**config.mk**
```make
export PLATFORM = sky130hd
export DESIGN_NAME = afp_dev_flat
export DESIGN_NICKNAME = d
export VERILOG_FILES = /design/src/design/afp_pkg.sv /design/src/design/afp_link_if.sv /design/src/design/afp_dev.sv /design/src/flat_wrapper.sv
export SDC_FILE = /design/constraint.sdc
export NUM_CORES = 1
export LEC_CHECK = 0
export BUFFER_PORTS_ARGS = -buffer_cell sky130_fd_sc_hd__buf_4
export CAP_MARGIN = 20
export CORE_MARGIN = 10
export CORE_UTILIZATION = 30
export DETAILED_ROUTE_END_ITERATION = 7
export PLACE_DENSITY = 0.57
export SLEW_MARGIN = 20
export SYNTH_ARGS = -nofsm -noshare
export SYNTH_HDL_FRONTEND = slang
export SYNTH_SLANG_ARGS = --single-unit
export TNS_END_PERCENT = 1
```
**constraint.sdc**
```tcl
create_clock -name clk -period 2.02 [get_ports clk]
set_clock_uncertainty 0.1 [all_clocks]
set_input_delay 0.202 -clock clk [delete_from_list [all_inputs] [get_ports clk]]
set_output_delay 0.202 -clock clk [all_outputs]
set_load 0.05 [all_outputs]
```
**src/design/afp_pkg.sv**
```systemverilog
// Shared constants for the frame power-down control pair.
// Assumes a 200 MHz system clock on both ends.
package afp_pkg;
  // System clock period in picoseconds
  localparam int unsigned CLK_PERIOD_PS = 5000;
  // Power-up wait after wake, in nanoseconds
  localparam int unsigned WAKE_TIME_NS = 500;
  localparam int unsigned WAKE_CYC =
    (WAKE_TIME_NS * 1000 + CLK_PERIOD_PS - 1) / CLK_PERIOD_PS;
  // First-sample select-high time past power-down, 1 us plus acquisition
  localparam int unsigned FIRST_HIGH_NS = 1000;
  localparam int unsigned ACQ_TIME_NS = 100;
  localparam int unsigned FIRST_HIGH_CYC =
    ((FIRST_HIGH_NS + ACQ_TIME_NS) * 1000 + CLK_PERIOD_PS - 1)
    / CLK_PERIOD_PS + 1;
  // Frame edge counts
  localparam logic [5:0] CONV_EDGE = 6'h10;
  localparam logic [5:0] LONG_DETECT_EDGE = 6'h1e;
  localparam logic [5:0] LONG_FRAME_EDGES = 6'h20;
  localparam logic [5:0] SHORT_MAX_EDGES = 6'h1d;
  // Data width of one result word
  localparam int unsigned WORD_W = 16;
  // Host serial clock half period in system cycles (60 ns period)
  localparam logic [3:0] SCLK_HALF = 4'h6;
  localparam int unsigned WAIT_W = 8;
  typedef enum logic [1:0] {
    AFP_ACTIVE, AFP_DOWN, AFP_WAKING
  } afp_pwr_e;
  typedef enum logic [2:0] {
    AFP_IDLE, AFP_LOW, AFP_SHIFT, AFP_STOP, AFP_HIGH
  } afp_host_e;
endpackage

```
**src/design/afp_link_if.sv**
```systemverilog
// Link between converter end and host end: select, clock, data, request.
// Assumes both ends share the system clock and reset.
`timescale 1ns/1ps
interface afp_link_if;
  logic cs_n;
  logic sclk;
  logic power_down_request_pin;
  logic sdo_o;
  logic sdo_oe;
  logic sdo;
  // Data wire resolves to low when nobody drives it
  assign sdo = sdo_oe ? sdo_o : 1'b0;
  modport dev (
    input cs_n, sclk, power_down_request_pin,
    output sdo_o, sdo_oe
  );
  modport host (
    output cs_n, sclk, power_down_request_pin,
    input sdo
  );
endinterface

```
**src/design/afp_dev.sv**
```systemverilog
// Behaviour
// (RULE_01) Request pin sampled only at select rise
// (RULE_02) Select fall samples input, starts conversion
// (RULE_03) Armed: power down after 16th fall
// (RULE_04) Data keeps shifting while powered down
// (RULE_05) Host may stop clock after 32nd fall
// (RULE_06) Wake on clock rise, plus 0.5 us
// (RULE_07) Host holds select high 0.5 us waking
// (RULE_08) Burst: request high before last frame rise
// (RULE_09) Burst: host stops clock after 16th fall
// (RULE_10) Burst: at most 29 falls per frame
// (RULE_11) Stay down while select stays low
// (RULE_12) Select rise, request low: leave power-down
// (RULE_13) First sample: select high over 1us+acq
// (RULE_14) Below 750 kSPS prefer long frames
// (RULE_15) Long framing if 30th fall seen low
// (RULE_16) Data output undriven while select high
// (RULE_17) After long detect, 16 zeros first
// (RULE_18) Early select rise aborts, next invalid
// (RULE_19) Reset: active, short framing
// Converter end: frame counting, framing mode, power state, data shift.
// Assumes link pins are asynchronous and are synchronised here.
`timescale 1ns/1ps
module afp_dev
  import afp_pkg::*;
(
  input wire logic clk,
  input wire logic nrst,
  afp_link_if.dev link,
  input wire logic [afp_pkg::WORD_W-1:0] sample_data,
  output logic sample_take,
  output logic powered_down,
  output logic fully_powered,
  output logic long_frame,
  output logic result_invalid
);
  import afp_pkg::*;

  // Two-stage synchronisers for the three link inputs
  logic [2:0] s1_q;
  logic [2:0] s2_q;
  logic [2:0] s3_q;
  always_ff @(posedge clk or negedge nrst) begin
    if (!nrst) begin
      s1_q <= 3'h4; // Idle pin levels, so no false edge
      s2_q <= 3'h4;
      s3_q <= 3'h4;
    end else begin
      s1_q <= {link.cs_n, link.sclk, link.power_down_request_pin};
      s2_q <= s1_q;
      s3_q <= s2_q;
    end
  end

  // Edge decode, all taken from the synchronised copies
  wire cs_n_s = s2_q[2];
  wire cs_rise = s2_q[2] & ~s3_q[2];
  wire cs_fall = ~s2_q[2] & s3_q[2];
  wire sck_rise = s2_q[1] & ~s3_q[1];
  wire sck_fall = ~s2_q[1] & s3_q[1];
  wire req_s = s2_q[0];

  logic [5:0] fall_cnt_q;
  logic seen_rise_q;
  logic armed_q;
  logic long_q;
  logic zeros_q;
  logic invalid_q;
  logic [WORD_W-1:0] result_q;
  logic [WORD_W-1:0] shift_q;
  logic sdo_q;
  logic oe_q;
  logic take_q;
  afp_pwr_e pwr_q;
  logic [WAIT_W-1:0] wake_q;

  wire in_frame = ~cs_n_s;
  wire conv_done = in_frame & sck_fall &
    (fall_cnt_q == CONV_EDGE - 6'h01);
  wire long_hit = in_frame & sck_fall &
    (fall_cnt_q == LONG_DETECT_EDGE - 6'h01);
  wire early_rise = cs_rise & (fall_cnt_q < CONV_EDGE);
  wire shift_now = in_frame & sck_fall & seen_rise_q;

  // Falling-edge count per frame; saturates so overruns do not wrap
  always_ff @(posedge clk or negedge nrst) begin
    if (!nrst) begin
      fall_cnt_q <= 6'h00;
      seen_rise_q <= 1'b0;
    end else if (cs_fall) begin
      fall_cnt_q <= 6'h00;
      seen_rise_q <= 1'b0;
    end else if (in_frame) begin
      if (sck_fall && fall_cnt_q != 6'h3f)
        fall_cnt_q <= fall_cnt_q + 6'h01;
      if (sck_rise)
        seen_rise_q <= 1'b1;
    end
  end

  // Request pin looked at only on select rising edge [RULE_01] [RULE_08]
  always_ff @(posedge clk or negedge nrst) begin
    if (!nrst)
      armed_q <= 1'b0;
    else if (cs_rise)
      armed_q <= req_s;
  end

  // Framing mode: long once 30th fall seen, short on a rise before it
  always_ff @(posedge clk or negedge nrst) begin
    if (!nrst) begin
      long_q <= 1'b0; // [RULE_19]
      zeros_q <= 1'b0;
    end else if (long_hit) begin
      long_q <= 1'b1; // [RULE_15]
      zeros_q <= 1'b1; // [RULE_17]
    end else if (cs_rise && fall_cnt_q < LONG_DETECT_EDGE) begin
      long_q <= 1'b0; // [RULE_15]
      zeros_q <= 1'b0;
    end
  end

  // Abort marks next frame's data invalid; clears after that frame
  always_ff @(posedge clk or negedge nrst) begin
    if (!nrst)
      invalid_q <= 1'b0;
    else if (early_rise)
      invalid_q <= 1'b1; // [RULE_18]
    else if (cs_rise)
      invalid_q <= 1'b0;
  end

  // Conversion: sample on select fall, result ready at 16th fall
  always_ff @(posedge clk or negedge nrst) begin
    if (!nrst) begin
      result_q <= '0;
      take_q <= 1'b0;
    end else begin
      take_q <= cs_fall; // [RULE_02]
      if (conv_done)
        result_q <= sample_data;
    end
  end

  // Shift register: MSB on select fall, next bit per fall after a rise.
  // Short frames show the previous result, or zeros after a long frame;
  // a frame held low past the 16th fall shows the fresh result from there.
  always_ff @(posedge clk or negedge nrst) begin
    if (!nrst) begin
      shift_q <= '0;
      sdo_q <= 1'b0;
    end else if (cs_fall) begin
      shift_q <= zeros_q ? '0 : {result_q[WORD_W-2:0], 1'b0}; // [RULE_17]
      sdo_q <= zeros_q ? 1'b0 : result_q[WORD_W-1];
    end else if (conv_done) begin
      shift_q <= {sample_data[WORD_W-2:0], 1'b0};
      sdo_q <= sample_data[WORD_W-1];
    end else if (shift_now) begin
      // Continues regardless of power state [RULE_04]
      shift_q <= {shift_q[WORD_W-2:0], 1'b0};
      sdo_q <= shift_q[WORD_W-1];
    end
  end

  // Output enable follows select only [RULE_16]
  always_ff @(posedge clk or negedge nrst) begin
    if (!nrst)
      oe_q <= 1'b0;
    else
      oe_q <= in_frame & ~cs_fall ? 1'b1 : cs_fall;
  end

  // Power state: down after conversion when armed, wake by clock/select
  always_ff @(posedge clk or negedge nrst) begin
    if (!nrst) begin
      pwr_q <= AFP_ACTIVE; // [RULE_19]
      wake_q <= '0;
    end else begin
      unique case (pwr_q)
        AFP_ACTIVE: begin
          if (conv_done && armed_q)
            pwr_q <= AFP_DOWN; // [RULE_03]
        end
        AFP_DOWN: begin
          // Held while select low; rise with request low wakes [RULE_11]
          if (cs_rise && !req_s) begin
            pwr_q <= AFP_WAKING; // [RULE_12]
            wake_q <= WAKE_CYC[WAIT_W-1:0];
          end else if (sck_rise && !in_frame) begin
            pwr_q <= AFP_WAKING; // [RULE_06]
            wake_q <= WAKE_CYC[WAIT_W-1:0];
          end
        end
        AFP_WAKING: begin
          // Fixed settling; host must allow for it [RULE_07]
          if (wake_q == '0)
            pwr_q <= AFP_ACTIVE; // [RULE_06]
          else
            wake_q <= wake_q - 1'b1;
        end
        default: pwr_q <= AFP_ACTIVE;
      endcase
    end
  end

  // Status flags registered so every output is a flip-flop
  logic down_q;
  logic full_q;
  always_ff @(posedge clk or negedge nrst) begin
    if (!nrst) begin
      down_q <= 1'b0;
      full_q <= 1'b1;
    end else begin
      down_q <= (pwr_q == AFP_DOWN);
      full_q <= (pwr_q == AFP_ACTIVE);
    end
  end

  assign link.sdo_o = sdo_q;
  assign link.sdo_oe = oe_q;
  assign sample_take = take_q;
  assign powered_down = down_q;
  assign fully_powered = full_q;
  assign long_frame = long_q;
  assign result_invalid = invalid_q;
endmodule

```
**src/flat_wrapper.sv**
```systemverilog
// flat-port wrapper written by rule: the top's interface ports become plain ports
module afp_dev_flat import afp_pkg::*;
  (clk, nrst, sample_data, sample_take, powered_down, fully_powered, long_frame, result_invalid, link_cs_n, link_sclk, link_power_down_request_pin, link_sdo_o, link_sdo_oe);
  afp_link_if link_i ();
  input wire logic clk;
  input wire logic nrst;
  input wire logic [afp_pkg::WORD_W-1:0] sample_data;
  output logic sample_take;
  output logic powered_down;
  output logic fully_powered;
  output logic long_frame;
  output logic result_invalid;
  input wire logic [$bits(link_i.cs_n)-1:0] link_cs_n;
  input wire logic [$bits(link_i.sclk)-1:0] link_sclk;
  input wire logic [$bits(link_i.power_down_request_pin)-1:0] link_power_down_request_pin;
  output wire logic [$bits(link_i.sdo_o)-1:0] link_sdo_o;
  output wire logic [$bits(link_i.sdo_oe)-1:0] link_sdo_oe;
  assign link_i.cs_n = link_cs_n;
  assign link_i.sclk = link_sclk;
  assign link_i.power_down_request_pin = link_power_down_request_pin;
  assign link_sdo_o = link_i.sdo_o;
  assign link_sdo_oe = link_i.sdo_oe;
  afp_dev u_core (.clk(clk), .nrst(nrst), .link(link_i), .sample_data(sample_data), .sample_take(sample_take), .powered_down(powered_down), .fully_powered(fully_powered), .long_frame(long_frame), .result_invalid(result_invalid));
endmodule
```
==> Word level (Yosys, flattened, before mapping) <==
Cells that the tools add are included.
{ "classes": {"add_sub_neg": 2, "n_lt_le_gt_ge": 2, "eq_ne": 10, "mux": 28, "n_bitwise": 15, "reduce_logical": 18} }
{ "op_table": {"columns": ["operator", "n"], "rows": [
  ["2-to-1 mux 16 bit", 4],
  ["2-to-1 mux 8 bit", 3],
  ["2-to-1 mux 6 bit", 3],
  ["one-hot mux 8 bit (2 select lines)", 1],
  ["less-than comparator 6 x 5 -> 1 bit (second input constant)", 2],
  ["2-to-1 mux 1 bit", 12],
  ["bitwise AND 1 bit", 10],
  ["nonzero test 2 bit", 5],
  ["logical NOT 8 bit", 1],
  ["2-to-1 mux 2 bit", 4],
  ["subtractor 8 x 1 -> 8 bit (second input constant)", 1],
  ["adder 6 x 1 -> 6 bit (second input constant)", 1],
  ["== test 6 x 4 -> 1 bit (second input constant)", 1],
  ["== test 6 x 5 -> 1 bit (second input constant)", 1],
  ["!= test 6 bit (second input constant)", 1],
  ["one-hot mux 2 bit (3 select lines)", 1],
  ["AND reduction 3 bit", 2],
  ["logical AND 1 bit", 5],
  ["inverter 1 bit", 5],
  ["!= test 2 x 1 -> 1 bit (second input constant)", 2],
  ["!= test 2 bit (second input constant)", 2],
  ["AND reduction 2 bit", 2],
  ["!= test 3 x 1 -> 1 bit (second input constant)", 1],
  ["nonzero test 3 bit", 1],
  ["other kinds (4)", 4]
]} }
{ "word_totals": {"register_bits": 66, "in_bits": 21, "out_inout_bits": 7, "word_cells": 92} }

==> Logic depth before layout (Yosys ltp) <==
Gate-level depths: netlist (run 1).
{ "depth": {"ltp_word": 7, "ltp_mapped": 8, "ltp_nobuf": 6} }

==> Least setup slack after synthesis (run 1) <==
No wires, ideal clock.
{ "synth_timing": {"path_kind": "register -> register", "start": "register u_core.fall_cnt_q[0]", "end": "register u_core.result_q[10]", "setup_ps": 125, "t_arrival_ps": 1603, "required_ps": 1795, "path_slack_ps": 192, "path_stages_with_launch": 7, "n_path_buf": 1, "period_less_slack_ps": 1828, "path_cell_list": "dfrtp_1 > ha_1 > nand3_1 > nor3_1 > nand2_2 > buf_6 > mux2_2"} }
{ "synth_via": {"elab_chain_len": 2} }
{ "synth_rtl": {"columns": ["item", "line_no", "rtl"], "rows": [
  ["start, declared", "afp_dev.sv:63", "logic [5:0] fall_cnt_q;"],
  ["start signal, assigned", "afp_dev.sv:95", "fall_cnt_q <= fall_cnt_q + 6'h01;"],
  ["== test 6 x 4 -> 1 bit", "afp_dev.sv:79", "(fall_cnt_q == CONV_EDGE - 6'h01);"],
  ["bitwise AND 1 bit", "afp_dev.sv:78", "wire conv_done = in_frame & sck_fall &"],
  ["end signal, assigned", "afp_dev.sv:141", "result_q <= sample_data;"],
  ["end, declared", "afp_dev.sv:69", "logic [WORD_W-1:0] result_q;"]
]} }
No other way between the ends.
A chain may end at the register's enable or synchronous reset.

==> Worst setup path in the final report (run 1) <==
{ "layout_timing": {"start": "register u_core.wake_q[3]", "end": "register u_core.wake_q[5]"} }
{ "layout_via": {"elab_chain_len": 3, "word_cells_on_any_way": 6, "cone_classes": "1 x add/sub; 1 x eq/ne; 2 x mux; 2 x reduce/logical"} }
{ "layout_rtl": {"columns": ["item", "line_no", "rtl"], "rows": [
  ["start, declared", "afp_dev.sv:75", "logic [WAIT_W-1:0] wake_q;"],
  ["start signal, assigned", "afp_dev.sv:188", "wake_q <= WAKE_CYC[WAIT_W-1:0];"],
  ["start signal, assigned", "afp_dev.sv:191", "wake_q <= WAKE_CYC[WAIT_W-1:0];"],
  ["start signal, assigned", "afp_dev.sv:199", "wake_q <= wake_q - 1'b1;"],
  ["subtractor 8 x 1 -> 8 bit / logical NOT 8 bit (equally long branches)", "afp_dev.sv:199, afp_dev.sv:196", null],
  ["2-to-1 mux 8 bit / != test 2 bit (equally long branches)", null, null],
  ["one-hot mux 8 bit (2 select lines) / AND reduction 3 bit (equally long branches)", null, null]
]} }
Parallel ways exist; a longest one is shown, timed or not. The select of a mux whose other input is x is not followed.

==> results of run 1 <==
[cells in the mapped netlist, drive strengths merged, types with 4 or more instances]
cell / instances
dfrtp: 60
nand2: 26
mux2: 18
nand2b: 18
a221oi: 14
a2bb2oi: 14
nor2: 13
o21ai: 10
inv: 9
a21oi: 8
nand3: 8
buf: 5
clkbuf: 4
dfstp: 4
ha: 4
o211ai: 4
[metal layers]
metal  up-vias  GRT usage  share of wire
met5         -          0              0
met4         0     0.0464          0.015
met3         7     0.0195          0.046
met2        49      0.148           0.47
met1      1060      0.113           0.47
li1       1044          -              -
[power groups by stage]
stage / combinational, mW / sequential (mW) / clock (mW)
floorplan: 0.153 / 1.45 / 0
global placement: 0.295 / 1.44 / 0
detailed placement: 0.301 / 1.44 / 0
CTS: 0.318 / 1.42 / 1.42
global route: 0.346 / 1.43 / 1.47
finish: 0.312 / 1.42 / 1.39
[placed cells by master (no fill, tap or decap), drive strengths merged, types with 4 or more instances in the layout]
cell,netlist,final
nand2,26,26
dfrtp,60,60
buf,5,44
o21ai,10,10
o211ai,4,4
nand3,8,8
inv,9,9
a221oi,14,14
ha,4,4
dlygate4sd3,0,11
clkbuf,4,11
mux2,18,18
a2bb2oi,14,14
nand2b,18,18
dfstp,4,4
nor2,13,13
a21oi,8,8
[repair_timing]
item	in CTS	in global routing
resized for setup	0	2
hold buffers	11	0
hold endpoints to repair	44	0
setup endpoints to repair	0	15
[sequential cells by signal, indices dropped and copies added, names as in the netlist, 2 cells and up]
register,flops
u_core.result_q,16
u_core.shift_q,15
u_core.wake_q,8
u_core.fall_cnt_q,6
u_core.s1_q,3
u_core.s2_q,3
u_core.pwr_q,2
u_core.s3_q,2
[per-stage QoR]
stage | instance area, µm² | setup WS (ns) | cells | power [mW]
after global placement | 3370 | 0.0789 | 418 | 1.74
after detailed placement | 3370 | 0.0606 | 418 | 1.74
after global routing | 3740 | 0.0701 | 445 | 3.25
after floorplan | 2900 | 0.192 | 254 | 1.60
final | 3740 | 0.174 | 445 | 3.12
after CTS | 3730 | 0.0467 | 445 | 3.16
[logic make-up (layout without fill, tap and decap cells)]
family / after synthesis / in the layout / synth area share
AO/OA/AOI/OAI: 62 / 62 / 0.166
XOR/XNOR: 3 / 3 / 0.00905
adder cells (fa/ha/maj): 4 / 4 / 0.0172
buffers and inverters: 19 / 81 / 0.0297
flip-flops: 64 / 64 / 0.553
multiplexers: 20 / 20 / 0.0767
AND/OR/NAND/NOR: 82 / 82 / 0.148
[layout make-up]
class	count	area share
sequential	64	0.429
multi-input combinational	171	0.325
timing repair buffer	55	0.124
tap	129	0.0431
clock buffer	11	0.0405
clock inverter	5	0.0274
inverter	10	0.0100
[worst max path at each step]
stage | endpoint | slack (ns)
after floorplan | u_core.result_q[10] | 0.19
after global placement | u_core.shift_q[13] | 0.08
after detailed placement | u_core.shift_q[2] | 0.06
after CTS | u_core.shift_q[10] | 0.05
after global routing | u_core.result_q[10] | 0.07
final | u_core.wake_q[5] | 0.17
==> summary.txt, run 1 <==
fillers - 899
Sequential Power Share - 0.456
Syn Nets - 279
CTS tree - done
crit path max fanout - 7
r2r setup slk - 0.17 ns
Root Buffer - clkbuf_8
Max Buffers Root-to-Sink - 2
critical path class - reg2reg
vias per inst - 4.85
Post CTS Setup Buffer Count - 0
clock sink count - 64
fmax - 0.542 GHz
Slowest-stage cell, CP - or4_4
CTS clk-pin slew, worst paths - 0.07 ns
RSZ-0062 raised after global routing - no
HPWL after DPL - 4390 µm
I/O pins - 28
R2R Path End - u_core.wake_q[5]
R2R depth - 4
area grow syn2layout - 28.9%
Nets - 336
GR Util All Layers - 0.0918
total grt overflow - 0
Die Wd - 118 µm
worst vdd ir - 0.297 mV
Worst slew margin - 0.675
row cnt - 35
number of I/O port buffers - 27
Max Cap Violations - 0
number of antenna violations at the first check in global routing - 0
post-synth cell types - 46
Post-Syn Area per Cell - 11.4 µm²
Sequential Area - 0.00161 mm²
Sum Neg Setup Slack - 0 ns
Final ANT Viol Nets - 0
hold path start - sample_data[9]
fin util - 0.401
CP endpoint kind - flop
Synth area leader - dfrtp_1
largest cells by area after synthesis - dfrtp_1 52%, mux2_2 7.0%, a221oi_1 4.2%
antenna diode count - 0
worst r2r src - u_core.wake_q[3]
Cell Area, Synth - 0.00290 mm²
residual DRC count - 0
core area - 0.00933 mm²
FFs w/ async S/R, synth - 1.00
Cell Int Power - 2.42 mW
Critical Path Max Stage Delay - 0.57 ns
pwr/cell area - 834 mW/mm²
first-pass GRT wire length - 10900 µm
Inserted Clock Buffers - 9
minimum clock period - 1.85 ns
Synth Instances - 254
Lkg Pwr - 1.58 nW
fin crit share - 0.914
vias in the first global route - 2268
layout cells sized above 1 - 0.288
Via Count - 2160
largest net degree at the start of global routing - 37
Multi-input gate area - 0.00122 mm²
H-tree Lvls - 3
WP buf/inv - 0
Routed WL - 6330 µm
Slew Viols, Final - 0
Hold WS - 0.0137 ns
CP required - 2.18 ns
origin of the worst setup path - u_core.wake_q[3]
arrival time at the worst endpoint - 2.00 ns
register area share after synthesis - 0.553
Final Setup Violations - 0
EDFF count, synth - 0
Worst Setup Start Kind - flop
Clk network pwr share - 0.444
drt first-iter violations - 124
outcome - complete, no violations
critical path depth in cells - 4
drt wl/cell - 14.2 µm
Sw Ratio - 0.224
top cell type's share of synthesized area - 0.517
Starting Density - 0.311
HP Class - in2reg
CP delay by family, top - simple AND/OR/NAND/NOR gates
DRT Pass-1 Iters - 4
Top FF cell, synth - dfrtp_1
Syn. warnings - 0
Tightest Pin Transition - 0.485 ns
Final Wtd Congestion - 0.734
Comb power frac - 0.100
Net Switching - 698 µW
Hold Violations, Final - 0
Min-Delay Path Depth - 2
chip height - 118 µm
die area - 0.0140 mm²
Yosys reg bits - 64
crit path cell chain - or4_4, or3_4, and4_1, o21ai_1
Clock Latency Late Sink - 0.33 ns
Endpoint, Worst Hold - u_core.result_q[9]
Power figures use the tool's default switching activity.
==> inputs of run 2 (changes only) <==
Clock period 2.02 ns to 2.1 ns, I/O delays scaled along.
==> run 2 against run 1 <==
Compared with the run above: critical path depth up 2; worst setup slack better by 0.0029 ns; flip-flop and latch count unchanged; global-route usage up 0.31 points; first-iteration DRC count up 31%; register-to-register slack about the same; wire length up 0.69%; clock power down 23%; non-clock buffer count down 9; design area down 4.3%; critical endpoint is now u_core.result_q[7].
==> summary.txt, run 2 (synthesis results as in run 1) <==
R2R Path End - u_core.result_q[7]
residual DRC count - 0 (unchanged)
clock sink count - 64 (unchanged)
worst vdd ir - 0.276 mV (-7.3%)
CP endpoint kind - flop
drt first-iter violations - 162 (+31%)
fmax - 0.520 GHz (-4.0%)
arrival time at the worst endpoint - 2.04 ns (+0.04 ns)
worst r2r src - u_core.fall_cnt_q[0]
H-tree Lvls - 3 (unchanged)
Hold WS - 0.0122 ns (-0.00154 ns)
fin crit share - 0.916 (+0.00190)
leading registers by flop count - u_core.result_q: 16 flops, u_core.shift_q: 15 flops, u_core.wake_q: 8 flops
Final Wtd Congestion - 0.763 (+4.0%)
drt wl/cell - 14.6 µm (+2.8%)
first-pass GRT wire length - 11000 µm (+0.76%)
hold path start - sample_data[4]
Routed WL - 6380 µm (+0.69%)
r2r setup slk - 0.18 ns (about the same)
R2R depth - 6 (+2)
die area - 0.0140 mm² (unchanged)
Max Buffers Root-to-Sink - 2 (unchanged)
minimum clock period - 1.92 ns (+0.0771 ns)
Min-Delay Path Depth - 2 (unchanged)
crit path max fanout - 17 (+10)
Final ANT Viol Nets - 0 (unchanged)
commonest non-fill, non-tap cell in the layout - dfrtp_1
vias in the first global route - 2168 (-4.4%)
Lkg Pwr - 1.50 nW (-4.6%)
chip height - 118 µm (unchanged)
pwr/cell area - 759 mW/mm² (-8.9%)
Final Setup Violations - 0 (unchanged)
vias per inst - 4.88 (+0.60%)
total grt overflow - 0 (unchanged)
Worst Setup Start Kind - flop
CTS clk-pin slew, worst paths - 0.08 ns (about the same)
Max Cap Violations - 0 (unchanged)
Worst slew margin - 0.472 (-0.203)
Nets - 327 (-2.7%)
Die Wd - 118 µm (unchanged)
Root Buffer - clkbuf_8
Inserted Clock Buffers - 9 (unchanged)
critical path class - reg2reg
I/O pins - 28 (unchanged)
CP required - 2.22 ns (+0.04 ns)
area grow syn2layout - 23.4%
core area - 0.00933 mm² (unchanged)
Clock Latency Late Sink - 0.34 ns (about the same)
Slew Viols, Final - 0 (unchanged)
HPWL after DPL - 4170 µm (-5.0%)
largest net degree at the start of global routing - 65 (+76%)
Final Non-Filler Cells - 436 (-2.0%)
Largest register FFs - 16 (unchanged)
row cnt - 35 (unchanged)
Endpoint, Worst Hold - u_core.result_q[4]
fillers - 941 (+4.7%)
DRT Pass-1 Iters - 6 (+2)
outcome - complete, no violations
HP Class - in2reg
Hold Violations, Final - 0 (unchanged)
Via Count - 2129 (-1.4%)
Largest Register - u_core.result_q
number of I/O port buffers - 27 (unchanged)
RSZ-0062 raised after global routing - no
antenna diode count - 0 (unchanged)
most frequent cells in the layout - 60 x dfrtp_1, 40 x buf_4, 25 x nand2_1
layout cells sized above 1 - 0.277 (-0.0111)
Tightest Pin Transition - 0.792 ns (+0.306 ns)
GR Util All Layers - 0.0949 (+0.00308)
CTS tree - done
Placed Cells - 414 (-0.96%)
Sum Neg Setup Slack - 0 ns (unchanged)
Starting Density - 0.311 (unchanged)
number of antenna violations at the first check in global routing - 0 (unchanged)
[run 2: metal layers]
metal  up-vias  part of all wire  track usage
li1       1032                 -            -
met1      1054              0.48        0.122
met2        35              0.47        0.146
met3         8             0.032       0.0176
met4         0             0.017       0.0533
met5         -                 0            0
[run 2: timing repair]
action,4_1_cts,5_1_grt
resized for setup,0,1
endpoints found under the hold margin,66,0
hold buffers,6,0
buffers inserted,0,0
setup endpoints to repair,0,13
[run 2: worst max path at each step]
stage | from | to | slack (ns) | depth (start not counted)
final | u_core.fall_cnt_q[0] | u_core.result_q[7] | 0.18 | 6
after global routing | u_core.fall_cnt_q[0] | u_core.result_q[8] | 0.06 | 6
after CTS | u_core.fall_cnt_q[0] | u_core.shift_q[13] | 0.06 | 5
after detailed placement | u_core.fall_cnt_q[0] | u_core.shift_q[13] | 0.07 | 5
after global placement | u_core.fall_cnt_q[0] | u_core.shift_q[13] | 0.09 | 5
after floorplan | u_core.fall_cnt_q[0] | u_core.result_q[10] | 0.27 | 6
[run 2: worst max-delay path, stage by stage, from the launching register on]
cell     delay (ns)
dfrtp_1        0.41
ha_1           0.21
nand3_1        0.17
nor3_1         0.33
nand2_2        0.08
buf_4          0.22
mux2_2         0.30
[run 2: layout make-up]
| class | instances | area, µm² | area share |
|---|---|---|---|
| clock inverters | 3 | 40.0 | 0.0112 |
| multi-input cells | 171 | 1220 | 0.340 |
| clock buffers | 13 | 159 | 0.0444 |
| inverters | 10 | 37.5 | 0.0105 |
| flip-flops and latches | 64 | 1610 | 0.448 |
| well taps | 129 | 161 | 0.0451 |
| repair buffers | 46 | 360 | 0.101 |
[run 2: through the flow]
step                instance area, µm²  power (mW)  setup slack (ns)  utilization
CTS                               3570        2.75            0.0618        0.383
floorplan                         2900        1.54             0.272            -
finish                            3580        2.72             0.176        0.384
global placement                  3320        1.66            0.0949        0.355
detailed placement                3320        1.66            0.0732        0.355
global route                      3580        2.86            0.0650        0.384
[run 2: report_power, final]
part | switching [mW] | internal, mW
Combinational | 0.139 | 0.142
Clock | 0.461 | 0.611
Sequential | 0.0475 | 1.32
